--- src/ucnt_pkg.sv ---
// Constants, register map and carrier types of the up/down event counter.
// Assumes a 32-bit APB slave port and a single 200 MHz clock.
package ucnt_pkg;

  localparam int COUNT_W = 32;
  localparam int STAMP_W = 64;
  localparam int ADDR_W = 8;
  localparam int CLK_PERIOD_NS = 5;

  localparam logic [ADDR_W-1:0] OFS_CTRL = 8'h00;
  localparam logic [ADDR_W-1:0] OFS_PRESET = 8'h04;
  localparam logic [ADDR_W-1:0] OFS_COMPARE = 8'h08;
  localparam logic [ADDR_W-1:0] OFS_COUNT = 8'h0C;
  localparam logic [ADDR_W-1:0] OFS_SNAP = 8'h10;
  localparam logic [ADDR_W-1:0] OFS_SNAP_TLO = 8'h14;
  localparam logic [ADDR_W-1:0] OFS_SNAP_THI = 8'h18;
  localparam logic [ADDR_W-1:0] OFS_STATE = 8'h1C;
  localparam logic [ADDR_W-1:0] OFS_INT_STAT = 8'h20;
  localparam logic [ADDR_W-1:0] OFS_INT_MASK = 8'h24;

  localparam int CTRL_EN_BIT = 0;
  localparam int STATE_EN_BIT = 3;
  localparam int STATE_PRESET_BIT = 4;
  localparam int STATE_BLOCK_BIT = 5;
  localparam int INT_W = 3;
  localparam int INT_SNAP_BIT = 0;
  localparam int INT_WRAP_BIT = 1;
  localparam int INT_EQUAL_BIT = 2;

  localparam logic [COUNT_W-1:0] COUNT_MAX = 32'h7FFFFFFF;
  localparam logic [COUNT_W-1:0] COUNT_MIN = 32'h80000000;
  localparam logic [COUNT_W-1:0] COUNT_ZERO = 32'h00000000;
  localparam logic [COUNT_W-1:0] PRESET_RST = 32'h00000000;
  localparam logic [COUNT_W-1:0] COMPARE_RST = 32'h00000000;
  localparam logic [INT_W-1:0] INT_MASK_RST = 3'h0;

  // Logic operands driven by the protection logic engine
  typedef struct packed {
    logic up;
    logic down;
    logic block;
    logic loadPresetSelect;
    logic rst;
    logic snapClear;
    logic snapKeep;
  } ucnt_in_t;

  localparam int IN_W = $bits(ucnt_in_t);

  typedef struct packed {
    logic aboveCompareFlag;
    logic equalCompareFlag;
    logic belowCompareFlag;
  } ucnt_flags_t;

  localparam ucnt_flags_t FLAGS_OFF = 3'h0;

endpackage

--- src/ucnt_edge.sv ---
// Per-bit rising-edge detector sampled once per logic evaluation pass.
// Assumes levels are synchronous to mclk and sample is a one-cycle strobe.
`timescale 1ns/100ps
`default_nettype none
module ucnt_edge #(
  parameter int W = 7
) (
  input wire logic mclk,
  input wire logic reset_n,
  input wire logic ce,
  input wire logic sample,
  input wire logic [W-1:0] level,
  output logic [W-1:0] rise
);

  logic [W-1:0] prevLevel;
  logic [W-1:0] next_prevLevel;

  if (W < 1) begin : g_chk
    $error("ucnt_edge: W must be at least 1");
  end

  // Each bit is compared with its own level at the previous pass only
  for (genvar i = 0; i < W; i++) begin : g_bit
    assign rise[i] = sample & level[i] & ~prevLevel[i]; // [RULE13]
    always_comb begin
      next_prevLevel[i] = sample ? level[i] : prevLevel[i];
    end
  end

  always_ff @(posedge mclk or negedge reset_n) begin
    if (!reset_n) begin
      prevLevel <= '0;
    end else if (ce) begin
      prevLevel <= next_prevLevel;
    end
  end

endmodule
`default_nettype wire

--- src/ucnt_counter.sv ---
// Signed 32-bit up/down event counter with compare flags, snapshots,
// APB register access, masked interrupt and power-fail save port.
// Assumes logic operands are synchronous to mclk; powerFail is a pin.
//
// Summary of operation
// [RULE1] Each low-to-high edge of the up operand adds one to the count.
// [RULE2] Incrementing the largest positive count wraps to the most negative.
// [RULE3] Down operand edges decrement; most negative wraps to largest positive.
// [RULE4] Count is compared with the compare value: above, equal, below flags.
// [RULE5] While block is high counting stops and all flags are inactive.
// [RULE6] On enabling, count loads preset if preset select high, else zero.
// [RULE7] While running, preset select rising edge loads the preset value.
// [RULE8] Reset or snapshot-and-clear loads preset if select high, else zero.
// [RULE9] The reset operand loads zero or preset per preset select level.
// [RULE10] Snapshot-and-clear stores count with time stamp, then clears count.
// [RULE11] Snapshot-and-keep stores count with time stamp, counting continues.
// [RULE12] On power loss, running count and snapshot are handed to storage.
// [RULE13] Edges are found against the previous pass: one step per pass.
`timescale 1ns/100ps
`default_nettype none
module ucnt_counter #(
  parameter int COUNT_BITS = ucnt_pkg::COUNT_W
) (
  input wire logic mclk,
  input wire logic reset_n,
  input wire logic ce,
  input wire logic psel,
  input wire logic penable,
  input wire logic pwrite,
  input wire logic [ucnt_pkg::ADDR_W-1:0] paddr,
  input wire logic [31:0] pwdata,
  output logic [31:0] prdata,
  output logic pready,
  output logic pslverr,
  input wire logic passTick,
  input wire ucnt_pkg::ucnt_in_t operands,
  input wire logic [ucnt_pkg::STAMP_W-1:0] dateTime,
  input wire logic powerFail,
  output ucnt_pkg::ucnt_flags_t flags,
  output logic irq,
  output logic nvSave,
  output logic [ucnt_pkg::COUNT_W-1:0] nvCount,
  output logic [ucnt_pkg::COUNT_W-1:0] nvSnap
);
  import ucnt_pkg::*;

  if (COUNT_BITS != COUNT_W) begin : g_chk
    $error("ucnt_counter: only a 32-bit count is supported");
  end

  // Stamp halves and status bits are read back as fixed word slices
  if (STAMP_W != 64) begin : g_chk_stamp
    $error("ucnt_counter: the time stamp must be 64 bits");
  end
  if (INT_W < 3 || INT_W > 32) begin : g_chk_int
    $error("ucnt_counter: status field must hold 3 to 32 bits");
  end
  if (ADDR_W < 6) begin : g_chk_addr
    $error("ucnt_counter: address too narrow for the register map");
  end

  // Register state
  logic ctrlEnable, next_ctrlEnable;
  logic [COUNT_W-1:0] presetVal, next_presetVal;
  logic [COUNT_W-1:0] compareVal, next_compareVal;
  logic [INT_W-1:0] intStat, next_intStat;
  logic [INT_W-1:0] intMask, next_intMask;
  logic [31:0] next_prdata;
  logic next_pready, next_pslverr, next_irq;

  // Counter state
  logic [COUNT_W-1:0] count, next_count;
  logic [COUNT_W-1:0] snapVal, next_snapVal;
  logic [STAMP_W-1:0] snapTime, next_snapTime;
  logic enPrev, next_enPrev;
  ucnt_flags_t next_flags;
  logic wrapEvt, snapEvt, equalEvt;

  // Power-fail synchroniser and save port
  logic pfMeta, pfSync, pfPrev;
  logic next_nvSave;
  logic [COUNT_W-1:0] next_nvCount, next_nvSnap;

  ucnt_in_t rise;
  logic [IN_W-1:0] riseBits;
  logic apbDone, apbWr;
  logic [INT_W-1:0] clrBits;

  // Operands share mclk with this block, so no synchroniser sits here
  ucnt_edge #(
    .W(IN_W)
  ) u_edge (
    .mclk(mclk),
    .reset_n(reset_n),
    .ce(ce),
    .sample(passTick),
    .level(operands),
    .rise(riseBits)
  );
  assign rise = riseBits;

  // The write lands at the edge where the master sees pready high
  assign apbDone = psel & penable & pready;
  assign apbWr = apbDone & pwrite;

  // One clear strobe per status bit, raised by a written one
  for (genvar b = 0; b < INT_W; b++) begin : g_clr
    assign clrBits[b] = apbWr & (paddr == OFS_INT_STAT) & pwdata[b];
  end

  // Counter evaluation, once per logic pass
  always_comb begin
    logic [COUNT_W-1:0] loadVal;
    logic enRise;
    loadVal = operands.loadPresetSelect ? presetVal : COUNT_ZERO;
    enRise = ctrlEnable & ~enPrev;
    next_count = count;
    next_snapVal = snapVal;
    next_snapTime = snapTime;
    next_enPrev = enPrev;
    wrapEvt = 1'b0;
    snapEvt = 1'b0;
    if (passTick) begin
      next_enPrev = ctrlEnable;
      if (ctrlEnable) begin
        if (rise.snapClear || rise.snapKeep) begin
          // Snapshot takes the count as it stood before this pass
          next_snapVal = count; // [RULE10] [RULE11]
          next_snapTime = dateTime; // [RULE10] [RULE11]
          snapEvt = 1'b1;
        end
        if (enRise) begin
          next_count = loadVal; // [RULE6]
        end else if (operands.rst || rise.snapClear) begin
          next_count = loadVal; // [RULE8] [RULE9] [RULE10]
        end else if (rise.loadPresetSelect) begin
          next_count = presetVal; // [RULE7]
        end else if (!operands.block) begin // [RULE5]
          // Up and down in the same pass cancel; wrap is plain 2s-complement
          if (rise.up && !rise.down) begin
            next_count = count + 32'h00000001; // [RULE1] [RULE2]
            wrapEvt = (count == COUNT_MAX); // [RULE2]
          end else if (rise.down && !rise.up) begin
            next_count = count - 32'h00000001; // [RULE3]
            wrapEvt = (count == COUNT_MIN); // [RULE3]
          end
        end
      end
    end
  end

  // Compare flags follow the count continuously
  always_comb begin
    next_flags = FLAGS_OFF;
    if (ctrlEnable && !operands.block) begin // [RULE5]
      next_flags.aboveCompareFlag =
        ($signed(count) > $signed(compareVal)); // [RULE4]
      next_flags.equalCompareFlag = (count == compareVal); // [RULE4]
      next_flags.belowCompareFlag =
        ($signed(count) < $signed(compareVal)); // [RULE4]
    end
    equalEvt = next_flags.equalCompareFlag & ~flags.equalCompareFlag;
  end

  always_ff @(posedge mclk or negedge reset_n) begin
    if (!reset_n) begin
      count <= COUNT_ZERO;
      snapVal <= COUNT_ZERO;
      snapTime <= '0;
      enPrev <= 1'b0;
      flags <= FLAGS_OFF;
    end else if (ce) begin
      count <= next_count;
      snapVal <= next_snapVal;
      snapTime <= next_snapTime;
      enPrev <= next_enPrev;
      flags <= next_flags;
    end
  end

  // Save the values on the first cycle the supply is seen failing
  always_comb begin
    next_nvSave = pfSync & ~pfPrev;
    next_nvCount = nvCount;
    next_nvSnap = nvSnap;
    if (pfSync && !pfPrev) begin
      next_nvCount = count; // [RULE12]
      next_nvSnap = snapVal; // [RULE12]
    end
  end

  always_ff @(posedge mclk or negedge reset_n) begin
    if (!reset_n) begin
      pfMeta <= 1'b0;
      pfSync <= 1'b0;
      pfPrev <= 1'b0;
      nvSave <= 1'b0;
      nvCount <= COUNT_ZERO;
      nvSnap <= COUNT_ZERO;
    end else if (ce) begin
      // The pin passes two flops before the edge detect reads it
      pfMeta <= powerFail;
      pfSync <= pfMeta;
      pfPrev <= pfSync;
      nvSave <= next_nvSave;
      nvCount <= next_nvCount;
      nvSnap <= next_nvSnap;
    end
  end

  // APB slave: one wait state, then pready with registered read data
  always_comb begin
    logic mapped;
    next_ctrlEnable = ctrlEnable;
    next_presetVal = presetVal;
    next_compareVal = compareVal;
    next_intMask = intMask;
    next_pready = psel & penable & ~pready;
    next_prdata = prdata;
    next_pslverr = 1'b0;
    mapped = 1'b1;
    unique case (paddr)
      OFS_CTRL, OFS_PRESET, OFS_COMPARE, OFS_COUNT, OFS_SNAP,
      OFS_SNAP_TLO, OFS_SNAP_THI, OFS_STATE, OFS_INT_STAT,
      OFS_INT_MASK: mapped = 1'b1;
      default: mapped = 1'b0;
    endcase
    if (psel && penable && !pready) begin
      next_pslverr = ~mapped;
      next_prdata = 32'h00000000;
      if (!pwrite) begin
        unique case (paddr)
          OFS_CTRL: next_prdata[CTRL_EN_BIT] = ctrlEnable;
          OFS_PRESET: next_prdata = presetVal;
          OFS_COMPARE: next_prdata = compareVal;
          OFS_COUNT: next_prdata = count;
          OFS_SNAP: next_prdata = snapVal;
          OFS_SNAP_TLO: next_prdata = snapTime[31:0];
          OFS_SNAP_THI: next_prdata = snapTime[63:32];
          OFS_STATE: begin
            next_prdata[STATE_BLOCK_BIT] = operands.block;
            next_prdata[STATE_PRESET_BIT] = operands.loadPresetSelect;
            next_prdata[STATE_EN_BIT] = enPrev;
            next_prdata[$bits(ucnt_flags_t)-1:0] = flags;
          end
          OFS_INT_STAT: next_prdata[INT_W-1:0] = intStat;
          OFS_INT_MASK: next_prdata[INT_W-1:0] = intMask;
          default: next_prdata = 32'h00000000;
        endcase
      end
    end
    if (apbWr) begin
      unique case (paddr)
        OFS_CTRL: next_ctrlEnable = pwdata[CTRL_EN_BIT];
        OFS_PRESET: next_presetVal = pwdata;
        OFS_COMPARE: next_compareVal = pwdata;
        OFS_INT_MASK: next_intMask = pwdata[INT_W-1:0];
        default: next_intMask = intMask;
      endcase
    end
  end

  always_ff @(posedge mclk or negedge reset_n) begin
    if (!reset_n) begin
      ctrlEnable <= 1'b0;
      presetVal <= PRESET_RST;
      compareVal <= COMPARE_RST;
      intMask <= INT_MASK_RST;
      prdata <= 32'h00000000;
      pready <= 1'b0;
      pslverr <= 1'b0;
    end else if (ce) begin
      ctrlEnable <= next_ctrlEnable;
      presetVal <= next_presetVal;
      compareVal <= next_compareVal;
      intMask <= next_intMask;
      prdata <= next_prdata;
      pready <= next_pready;
      pslverr <= next_pslverr;
    end
  end

  // Status bits: a new event outranks a write-one-to-clear in one cycle
  always_comb begin
    logic [INT_W-1:0] evts;
    evts = '0;
    evts[INT_SNAP_BIT] = snapEvt;
    evts[INT_WRAP_BIT] = wrapEvt;
    evts[INT_EQUAL_BIT] = equalEvt;
    next_intStat = (intStat & ~clrBits) | evts;
    next_irq = |(next_intStat & next_intMask);
  end

  always_ff @(posedge mclk or negedge reset_n) begin
    if (!reset_n) begin
      intStat <= '0;
      irq <= 1'b0;
    end else if (ce) begin
      intStat <= next_intStat;
      irq <= next_irq;
    end
  end

endmodule
`default_nettype wire

--- config.mk ---
export PLATFORM = sky130hd
export DESIGN_NAME = ucnt_counter
export DESIGN_NICKNAME = d
export VERILOG_FILES = /design/src/ucnt_pkg.sv /design/src/ucnt_edge.sv /design/src/ucnt_counter.sv
export SDC_FILE = /design/constraint.sdc
export NUM_CORES = 1
export LEC_CHECK = 0
export ABC_CLOCK_PERIOD_IN_PS = 3700
export BUFFER_PORTS_ARGS = -buffer_cell sky130_fd_sc_hd__buf_2
export CAP_MARGIN = 15
export CORE_MARGIN = 4
export CORE_UTILIZATION = 40
export CTS_BUF_LIST = sky130_fd_sc_hd__clkbuf_8 sky130_fd_sc_hd__clkbuf_16
export CTS_CLUSTER_DIAMETER = 100
export DETAILED_ROUTE_END_ITERATION = 6
export GPL_ROUTABILITY_DRIVEN = 0
export SYNTH_ARGS = -nofsm -noshare
export SYNTH_HDL_FRONTEND = slang
export SYNTH_SLANG_ARGS = --single-unit
--- constraint.sdc ---
create_clock -name mclk -period 3.7 [get_ports mclk]
set_input_delay 0.185 -clock mclk [delete_from_list [all_inputs] [get_ports mclk]]
set_output_delay 0.185 -clock mclk [all_outputs]
set_load 0.01 [all_outputs]
== Word level (Yosys, flattened, before mapping) ==
Index checks and enable logic that the tools add are counted.
Storage, ports and cells
  memory bits (writable): 0
  bits of input ports: 119
  memories: 0
  register bits: 313
  output and inout bits: 103
  memory bits (read-only): 0
  latch bits: 0
  word-level logic and storage cells: 128
Cells by class
  $mul: 0
  $lt $le $gt $ge: 2
  bitwise logic cells: 35
  equal/unequal tests: 13
  multiplexer cells: 28
  div/mod/pow operators: 0
  reduce and logical (&&, ||, !) cells: 25
  add/sub/neg operators: 2
  shift operators: 0
Operators by type and width (count)
  $mux W32: 8
  $pmux W26 S6: 1
  $add A32 B1 Y32 const B: 1
  $eq A32 B31 Y1 const B: 1
  $eq A32 B32 Y1: 1
  $eq A32 B32 Y1 const B: 1
  $eq A8 B5 Y1 const B: 4
  $gt A32 B32 Y1: 1
  $lt A32 B32 Y1: 1
  $sub A32 B1 Y32 const B: 1
  $and A1 B1 Y1: 21
  $pmux W3 S7: 1
  $pmux W2 S9: 1
  $eq A8 B4 Y1 const B: 2
  $eq A8 B6 Y1 const B: 2
  $mux W1: 13
  $not A1 Y1: 10
  $pmux W1 S10: 1
  $reduce_or A10 Y1: 1
  $mux W3: 3
  $reduce_and A3 Y1: 3
  $eq A8 B3 Y1 const B: 1
  $logic_not A8 Y1: 1
  $and A3 B3 Y3: 2
  11 further kinds: 23

== Logic depth before layout (Yosys ltp) ==
Gate-level depths: netlist of the first run.
  word-level depth: 15
  mapped depth: 13

== By module ==
A second synthesis of the first run with hierarchy kept.
Unflattened totals
  cell total of the unflattened synthesis: 1488
  area total of the unflattened synthesis: 16144.2 µm²
Modules (own cells, without submodules)
  ucnt_counter: cells each 1458, times used 1, seq. area each 7657.3 µm², area each 15780.1 µm²
  ucnt_edge: cells each 30, times used 1, seq. area each 175.2 µm², area each 364.1 µm²

== Least setup slack after synthesis of the first run ==
No wires, ideal clock.
  path type: reg-to-reg
  start point: reg u_edge.prevLevel[6]
  end point: reg count[31]
  data required time: 3561 ps
  cell stages (with the launch flop): 13
  library setup time: 139 ps
  path slack: -14 ps
  arrival: 3575 ps
  cell sequence: dfrtp_1 > nand2b_1 > nor2_1 > nand2_1 > ha_1 > a21oi_1 > o21bai_1 > or3_1 > o22ai_1 > a21oi_1 > a31o_2 > nor3b_1 > or4_1
On the way
  longest elaborated chain between the ends: 8
Ends and longest elaborated chain
  from (decl): RTL line ucnt_edge.sv:16  | logic [W-1:0] prevLevel;
  from (signal assigned): RTL line ucnt_edge.sv:35  | prevLevel <= next_prevLevel;
  $not A1 Y1 (*): RTL line ucnt_edge.sv:25  | assign rise[i] = sample & level[i] & ~prevLevel[i];
  $and A1 B1 Y1 (*): RTL line ucnt_edge.sv:25
  $logic_and A1 B1 Y1: RTL line ucnt_counter.sv:140  | if (rise.up && !rise.down) begin
  $mux W32: RTL line ucnt_counter.sv:140
  $mux W32: RTL line ucnt_counter.sv:138  | end else if (!operands.block) begin
  $mux W32: RTL line ucnt_counter.sv:136  | end else if (rise.loadPresetSelect) begin
  $mux W32: RTL line ucnt_counter.sv:134  | end else if (operands.rst || rise.snapClear) begin
  $mux W32: RTL line ucnt_counter.sv:132  | if (enRise) begin
  to (signal assigned): RTL line ucnt_counter.sv:173  | count <= next_count;
  to (decl): RTL line ucnt_counter.sv:72  | logic [COUNT_W-1:0] count, next_count;
Every way passes the cells marked *; elsewhere a longest branch is shown, timed or not. The select of a mux whose other input is x is not followed.
A chain may end at the register's enable or synchronous reset.

== Final worst setup path of the first run ==
Same ends and word-level chain as after synthesis.

==> results of run 1 <==
worst paths after layout:
path	end	slack, ns	depth (start not counted)
worst min register to register	u_edge.prevLevel[3]	0.47	2
worst max register to register	count[31]	0.23	13
worst min-delay path	flags[0]	0.07	4
max in group asynchronous	snapTime[51]	2.48	3
min in group asynchronous	pfPrev	0.24	2
worst max-delay path	count[31]	0.23	13
registers in the layout (all words and copies together), names as in the netlist, 3 cells and up:
name / count
compareVal: 32
count: 32
flags: 3
intMask: 3
intStat: 3
nvCount: 32
nvSnap: 32
prdata: 32
presetVal: 32
snapTime: 64
snapVal: 32
u_edge.prevLevel: 5
repair_timing:
action,in CTS,in global routing
endpoints found under the hold margin,235,0
setup endpoints to repair,0,6
resized for setup,0,6
hold buffers,103,0
cell usage in the layout (no fill, tap or decap), drive strengths merged, types with 4 or more instances in the layout:
cell         instances
dfrtp              311
buf                268
mux2               229
nand2              111
dlygate4sd3        103
o21ai               96
a21oi               74
nor2                70
ha                  63
inv                 60
a22oi               50
clkbuf              47
mux2i               35
o22ai               31
a22o                31
a21o                21
nand3               20
nand4               19
xnor2               17
nand2b              14
nor3                13
nor2b               11
or3                 10
a211oi               9
xor2                 9
nor4                 8
and3                 7
clkinv               7
o211ai               6
o21bai               6
a2111oi              6
o21a                 5
a31oi                4
o221ai               4
o31ai                4
worst max-delay path: stages, from the launching register on:
cell and delay [ns]:
sky130_fd_sc_hd__dfrtp_1 0.37, sky130_fd_sc_hd__nand2b_1 0.18, sky130_fd_sc_hd__nor2_1 0.14, sky130_fd_sc_hd__nand2_2 0.15
sky130_fd_sc_hd__buf_6 0.22, sky130_fd_sc_hd__ha_1 0.37, sky130_fd_sc_hd__a21oi_1 0.22, sky130_fd_sc_hd__inv_1 0.10
sky130_fd_sc_hd__o211a_1 0.23, sky130_fd_sc_hd__o22ai_1 0.28, sky130_fd_sc_hd__a21oi_2 0.16, sky130_fd_sc_hd__a31o_2 0.28
sky130_fd_sc_hd__nor3b_1 0.13, sky130_fd_sc_hd__or4_1 0.51
kinds of logic after synthesis:
group	share of synthesized area, %
compound gates	14.92
flops	48.11
simple gates	9.066
mux	18.25
buf+inv	3.249
fa+ha+maj	4.997
xor+xnor	1.408
per-layer routing:
metal | GRT usage, % | vias to the layer above
met3 | 3.813 | 69
met2 | 35.10 | 435
li1 | - | 6094
met4 | 5.513 | 6
met1 | 33.79 | 6538
met5 | 0 | -
metrics by stage:
| stage | worst slack, ns | instances | utilization [%] | hold slack [ns] | total power [uW] |
|---|---|---|---|---|---|
| final | 0.2295 | 2356 | 51.14 | 0.06515 | 8060 |
| after global placement | 0.2576 | 2184 | 45.29 | 0.2620 | 4240 |
| after global routing | 0.001420 | 2355 | 51.14 | 0.08455 | 8365 |
| after floorplan | 0.3166 | 1472 | - | -0.1106 | 3934 |
| after detailed placement | 0.1639 | 2184 | 45.29 | 0.2713 | 4250 |
| after CTS | 0.1449 | 2354 | 51.08 | 0.03322 | 8141 |
final cells by class:
cell class	count	area [um^2]	share of cell area [%]
Sequential cell	311	7782	38.21
Clock inverter	20	187.7	0.9215
Tap cell	525	656.9	3.225
Multi-Input combinational cell	1029	7901	38.79
Clock buffer	47	1086	5.332
Antenna cell	2	5.005	0.02457
Inverter	51	191.4	0.9399
Timing Repair Buffer	371	2556	12.55
power by group:
| part | leakage (uW) | switching (uW) | internal [uW] |
|---|---|---|---|
| Sequential | 0.00414 | 24.0 | 3440 |
| Clock | 0.000655 | 1480 | 2290 |
| Combinational | 0.00559 | 475 | 349 |
==> results.yml, run 1 <==
drt:
  post-route-drc-count: 0
  route.met2.wl_um: 22790
  detailroute.via_count: 13140
  via_per_inst: 5.578
  final_antenna_net_count: 0
  first_pass_iters: 7
  wire_per_inst_um: 21.60
  drt_iter0_markers: 949
  wl_met1_um: 23780
  final_routed_wirelength_um: 50880
  maxUsedRoutingLayer: "met5"
  met3_wirelength_um: 3256
place:
  place_area_um2: 18040
  dp_hpwl_um: 36130
  portbufs: 221
cts:
  clkLatencyLatePin_ns: 0.53
  cts_root_buf: "sky130_fd_sc_hd__clkbuf_16"
  numCtsBuffers: 37
  clk_transition_reported_paths_ns: 0.06
  htree_levels: 2
  post_cts_buffers: 0
  tritoncts_num_sinks: 311
  tritoncts_clock_tree: "yes"
  clock_tree.buffer_depth: 3
job:
  timing.max_cap.violations: 0
critical_path:
  cp.arrival_ns: 3.86
  critical_path.max_fanout: 22
  timing.setup.critical_path_class: "reg2reg"
  critical_path.endpoint_type: "flop"
  worst_r2r_startpoint: "u_edge.prevLevel[6]"
  worst-endpoint-required_ns: 4.09
  timing.critical_path.from: "u_edge.prevLevel[6]"
  critical_path.startpoint_type: "flop"
sta:
  fin_crit_ns: 3.471
  final_max_slew_viol_count: 0
  tightestPinTransition_ns: 1.078
  setup-violations-final: 0
  worst_clock_skew_ns: 0.009935
  timing_hold_violations_final: 0
  final_min_period_over_clock_period_pct: 93.80
  grt_setup_unrepaired: "no"
  max_freq_mhz: 288.1
  finalSetupTns_ns: 0
  worst_slew_margin_rel_pct: 28.00
layout:
  p_r_area_growth_vs_syn_pct: 25.91
  fill_cells: 3586
  num-nets-final: 1984
  fraction_of_layout_instances_using_a_drive_strength_above_1_pct: 31.44
  post_route_cell_area_um2: 20370
logic_synthesis:
  synth_async_sr_flop_share_pct: 100.0
  synth_top_cell_area_share_pct: 48.11
  yosysWarnings: 0
  yosysTopAreaCell: "sky130_fd_sc_hd__dfrtp_1"
  synth_area_leaders: "sky130_fd_sc_hd__dfrtp_1 (48%), sky130_fd_sc_hd__mux2_2 (16%), sky130_fd_sc_hd__ha_1 (4.9%)"
  postSynthCellCount: 1472
  syn-mean-instance-area_um2: 10.99
  synth.net_count: 1655
  synth.ff_latch_count: 311
  synth_most_common_cell: "sky130_fd_sc_hd__dfrtp_1"
  synthTopCellsByCount: "sky130_fd_sc_hd__dfrtp_1 (311), sky130_fd_sc_hd__mux2_2 (228), sky130_fd_sc_hd__nand2_1 (111)"
  synth-main-ff-cell: "sky130_fd_sc_hd__dfrtp_1"
  ys_seq_area_share_pct: 48.11
  synthesis.area_um2: 16180
  synth.distinct_cells: 70
  synth_edf_count: 0
power_and_ir_drop:
  powerDensity_nw_per_um2: 395.7
  max-vdd-ir-drop_mv: 0.2991
  power.static_leakage_uw: 0.01038
global_routing:
  grt_first_pass_wirelength_um: 79630
  first_global_vias: 13360
  initial_antenna_violation_count: 7
  grt_max_degree: 101
  grtUsageTotal_pct: 22.80
  globalRoute.totalOverflow: 0
outcome:
  run_status: "finished, final reports clean"
worst_hold_path:
  min-delay-start: "operands[4]"
  min_path_type: "in2reg"
floorplan:
  initial_utilization_pct: 40.62
  core_area_um2: 39820
  chipHeight_um: 209.1
  core.rowCount: 73
  die_x_um: 209.1
  design.portCount: 222
  overall_die_area_um2: 43720
(Power assumes the default switching activity.)
==> run 2: changes to the inputs <==
--- a/config.mk
+++ b/config.mk
@@ -14,6 +14,7 @@
 export CTS_CLUSTER_DIAMETER = 100
 export DETAILED_ROUTE_END_ITERATION = 6
 export GPL_ROUTABILITY_DRIVEN = 0
+export HOLD_SLACK_MARGIN = 0.1
 export SYNTH_ARGS = -nofsm -noshare
 export SYNTH_HDL_FRONTEND = slang
 export SYNTH_SLANG_ARGS = --single-unit
==> results.yml, run 2 (synthesis results as in run 1) <==
outcome:
  run_status: "finished, final reports clean"
power_and_ir_drop:
  power.static_leakage_uw: 0.01040
  max-vdd-ir-drop_mv: 0.2980
  powerDensity_nw_per_um2: 394.7
cts:
  clk_transition_reported_paths_ns: 0.06
  clock_tree.buffer_depth: 3
  tritoncts_num_sinks: 311
  tritoncts_clock_tree: "yes"
  clkLatencyLatePin_ns: 0.53
  cts_root_buf: "sky130_fd_sc_hd__clkbuf_16"
  htree_levels: 2
  numCtsBuffers: 37
floorplan:
  chipHeight_um: 209.1
  initial_utilization_pct: 40.62
  die_x_um: 209.1
  core.rowCount: 73
  overall_die_area_um2: 43720
  design.portCount: 222
  core_area_um2: 39820
sta:
  finalSetupTns_ns: 0
  worst_clock_skew_ns: 0.01116
  grt_setup_unrepaired: "no"
  timing_hold_violations_final: 0
  max_freq_mhz: 288.1
  tightestPinTransition_ns: 1.088
  worst_slew_margin_rel_pct: 27.35
  final_max_slew_viol_count: 0
  setup-violations-final: 0
  hold_ws_ns: 0.1386
  final_min_period_over_clock_period_pct: 93.81
  fin_crit_ns: 3.471
global_routing:
  initial_antenna_violation_count: 7
  globalRoute.totalOverflow: 0
  grt.busiest_layer: "met2"
  global_route.usage.met1_pct: 33.79
  grtUsageTotal_pct: 22.86
  grt_first_pass_wirelength_um: 79830
  grt_util_met2_pct: 35.25
  grt_max_degree: 101
  met3_layer_usage_reported_by_global_route_pct: 3.828
  first_global_vias: 13410
critical_path:
  critical_path.max_fanout: 22
  timing.reg2reg.worst_path_depth: 13
  timing.setup.critical_path_class: "reg2reg"
  critPathMaxStageDelay_ns: 0.50
  timing.critical_path.depth: 13
  cp.arrival_ns: 3.86
  critical_path.startpoint_type: "flop"
  ordered_list_of_cells_on_the_worst_path: "nand2b_1 > nor2_1 > nand2_2 > buf_6 > ha_1 > a21oi_1 > inv_1 > o211a_1 > o22ai_1 > a21oi_2 > a31o_2 > nor3b_1 > or4_1"
  critical_path.endpoint_type: "flop"
  worst-endpoint-required_ns: 4.09
  cp.buffers_inverters: 2
  crit_slowest_cell: "sky130_fd_sc_hd__or4_1"
  cp_top_family: "compound AO/OA/AOI/OAI gates"
layout:
  num-nets-final: 1990
  layout.cells.most_common: "sky130_fd_sc_hd__dfrtp_1"
  largest_register_by_flop_count: "snapTime"
  largest_register_ff_count: 64
  multiInputGateArea_um2: 7901
  mostFrequentLayoutCells: "sky130_fd_sc_hd__dfrtp_1 (311), sky130_fd_sc_hd__mux2_2 (228), sky130_fd_sc_hd__buf_2 (219), sky130_fd_sc_hd__nand2_1 (109), sky130_fd_sc_hd__dlygate4sd3_1 (109)"
  p_r_area_growth_vs_syn_pct: 26.28
  seqCellArea_um2: 7782
  fill_cells: 3581
  fraction_of_layout_instances_using_a_drive_strength_above_1_pct: 31.34
place:
  portbufs: 221
  dp_hpwl_um: 36130
drt:
  wire_per_inst_um: 21.58
  detailroute.via_count: 13170
  final_antenna_net_count: 0
  via_per_inst: 5.577
  post-route-drc-count: 0
  drt_iter0_markers: 976
  first_pass_iters: 5
  final_routed_wirelength_um: 50960
job:
  timing.max_cap.violations: 0
worst_hold_path:
  min_path_type: "in2reg"
  worst_hold_path.num_cells: 4
## run 2: cell types whose count changed in the layout (fill, tap and decap cells not counted), sizes merged
cell and change:
dlygate4sd3 +6
## run 2: final timing paths
path | from | to | slack, ns
max | u_edge.prevLevel[6] | count[31] | 0.23
min | paddr[0] | prdata[3] | 0.14
max reg2reg | u_edge.prevLevel[6] | count[31] | 0.23
min reg2reg | u_edge.prevLevel[3] | u_edge.prevLevel[3] | 0.47
max in group asynchronous | reset_n | snapTime[51] | 2.47
min in group asynchronous | reset_n | pfPrev | 0.24
## run 2: timing repair
action                                  CTS  global route
hold buffers                            109             0
endpoints found under the setup margin    0             6
endpoints found under the hold margin   245             0
resized for setup                         0             6
buffers inserted                          0             0
## run 2: worst min-delay path, delay by kind of cell
family | cells | cell delay, ns
AOI/OAI and AO/OA | 1 | 0.09
and+or+nand+nor | 2 | 0.24
buffers and inverters | 1 | 0.11
## run 2: final cells by class
class                   instances  area share, %
well taps                     525          3.216
flip-flops and latches        311          38.10
multi-input cells            1029          38.68
diodes                          2        0.02450
repair buffers                377          12.81
clock buffers                  47          5.317
inverters                      51         0.9372
clock inverters                20         0.9188
## run 2: metal layers
layer	vias up	wire [um]
met3	75	3207
met5	-	28
met4	6	1081
met1	6548	23820
li1	6112	-
met2	432	22820
## run 2: power breakdown
part | leakage, uW | internal, uW | switching, uW
Sequential | 0.00414 | 3440 | 24.0
Clock | 0.000655 | 2290 | 1480
Combinational | 0.00561 | 353 | 476
## run 2: per-stage QoR
| step | std cells | power (uW) | setup slack, ns | utilization, % | area, um^2 |
|---|---|---|---|---|---|
| global route | 2361 | 8369 | 0.001420 | 51.29 | 20420 |
| finish | 2362 | 8062 | 0.2290 | 51.29 | 20430 |
| CTS | 2360 | 8146 | 0.1449 | 51.23 | 20400 |
| floorplan | 1472 | 3934 | 0.3166 | - | 16180 |
| detailed placement | 2184 | 4250 | 0.1639 | 45.29 | 18040 |
| global placement | 2184 | 4240 | 0.2576 | 45.29 | 18040 |
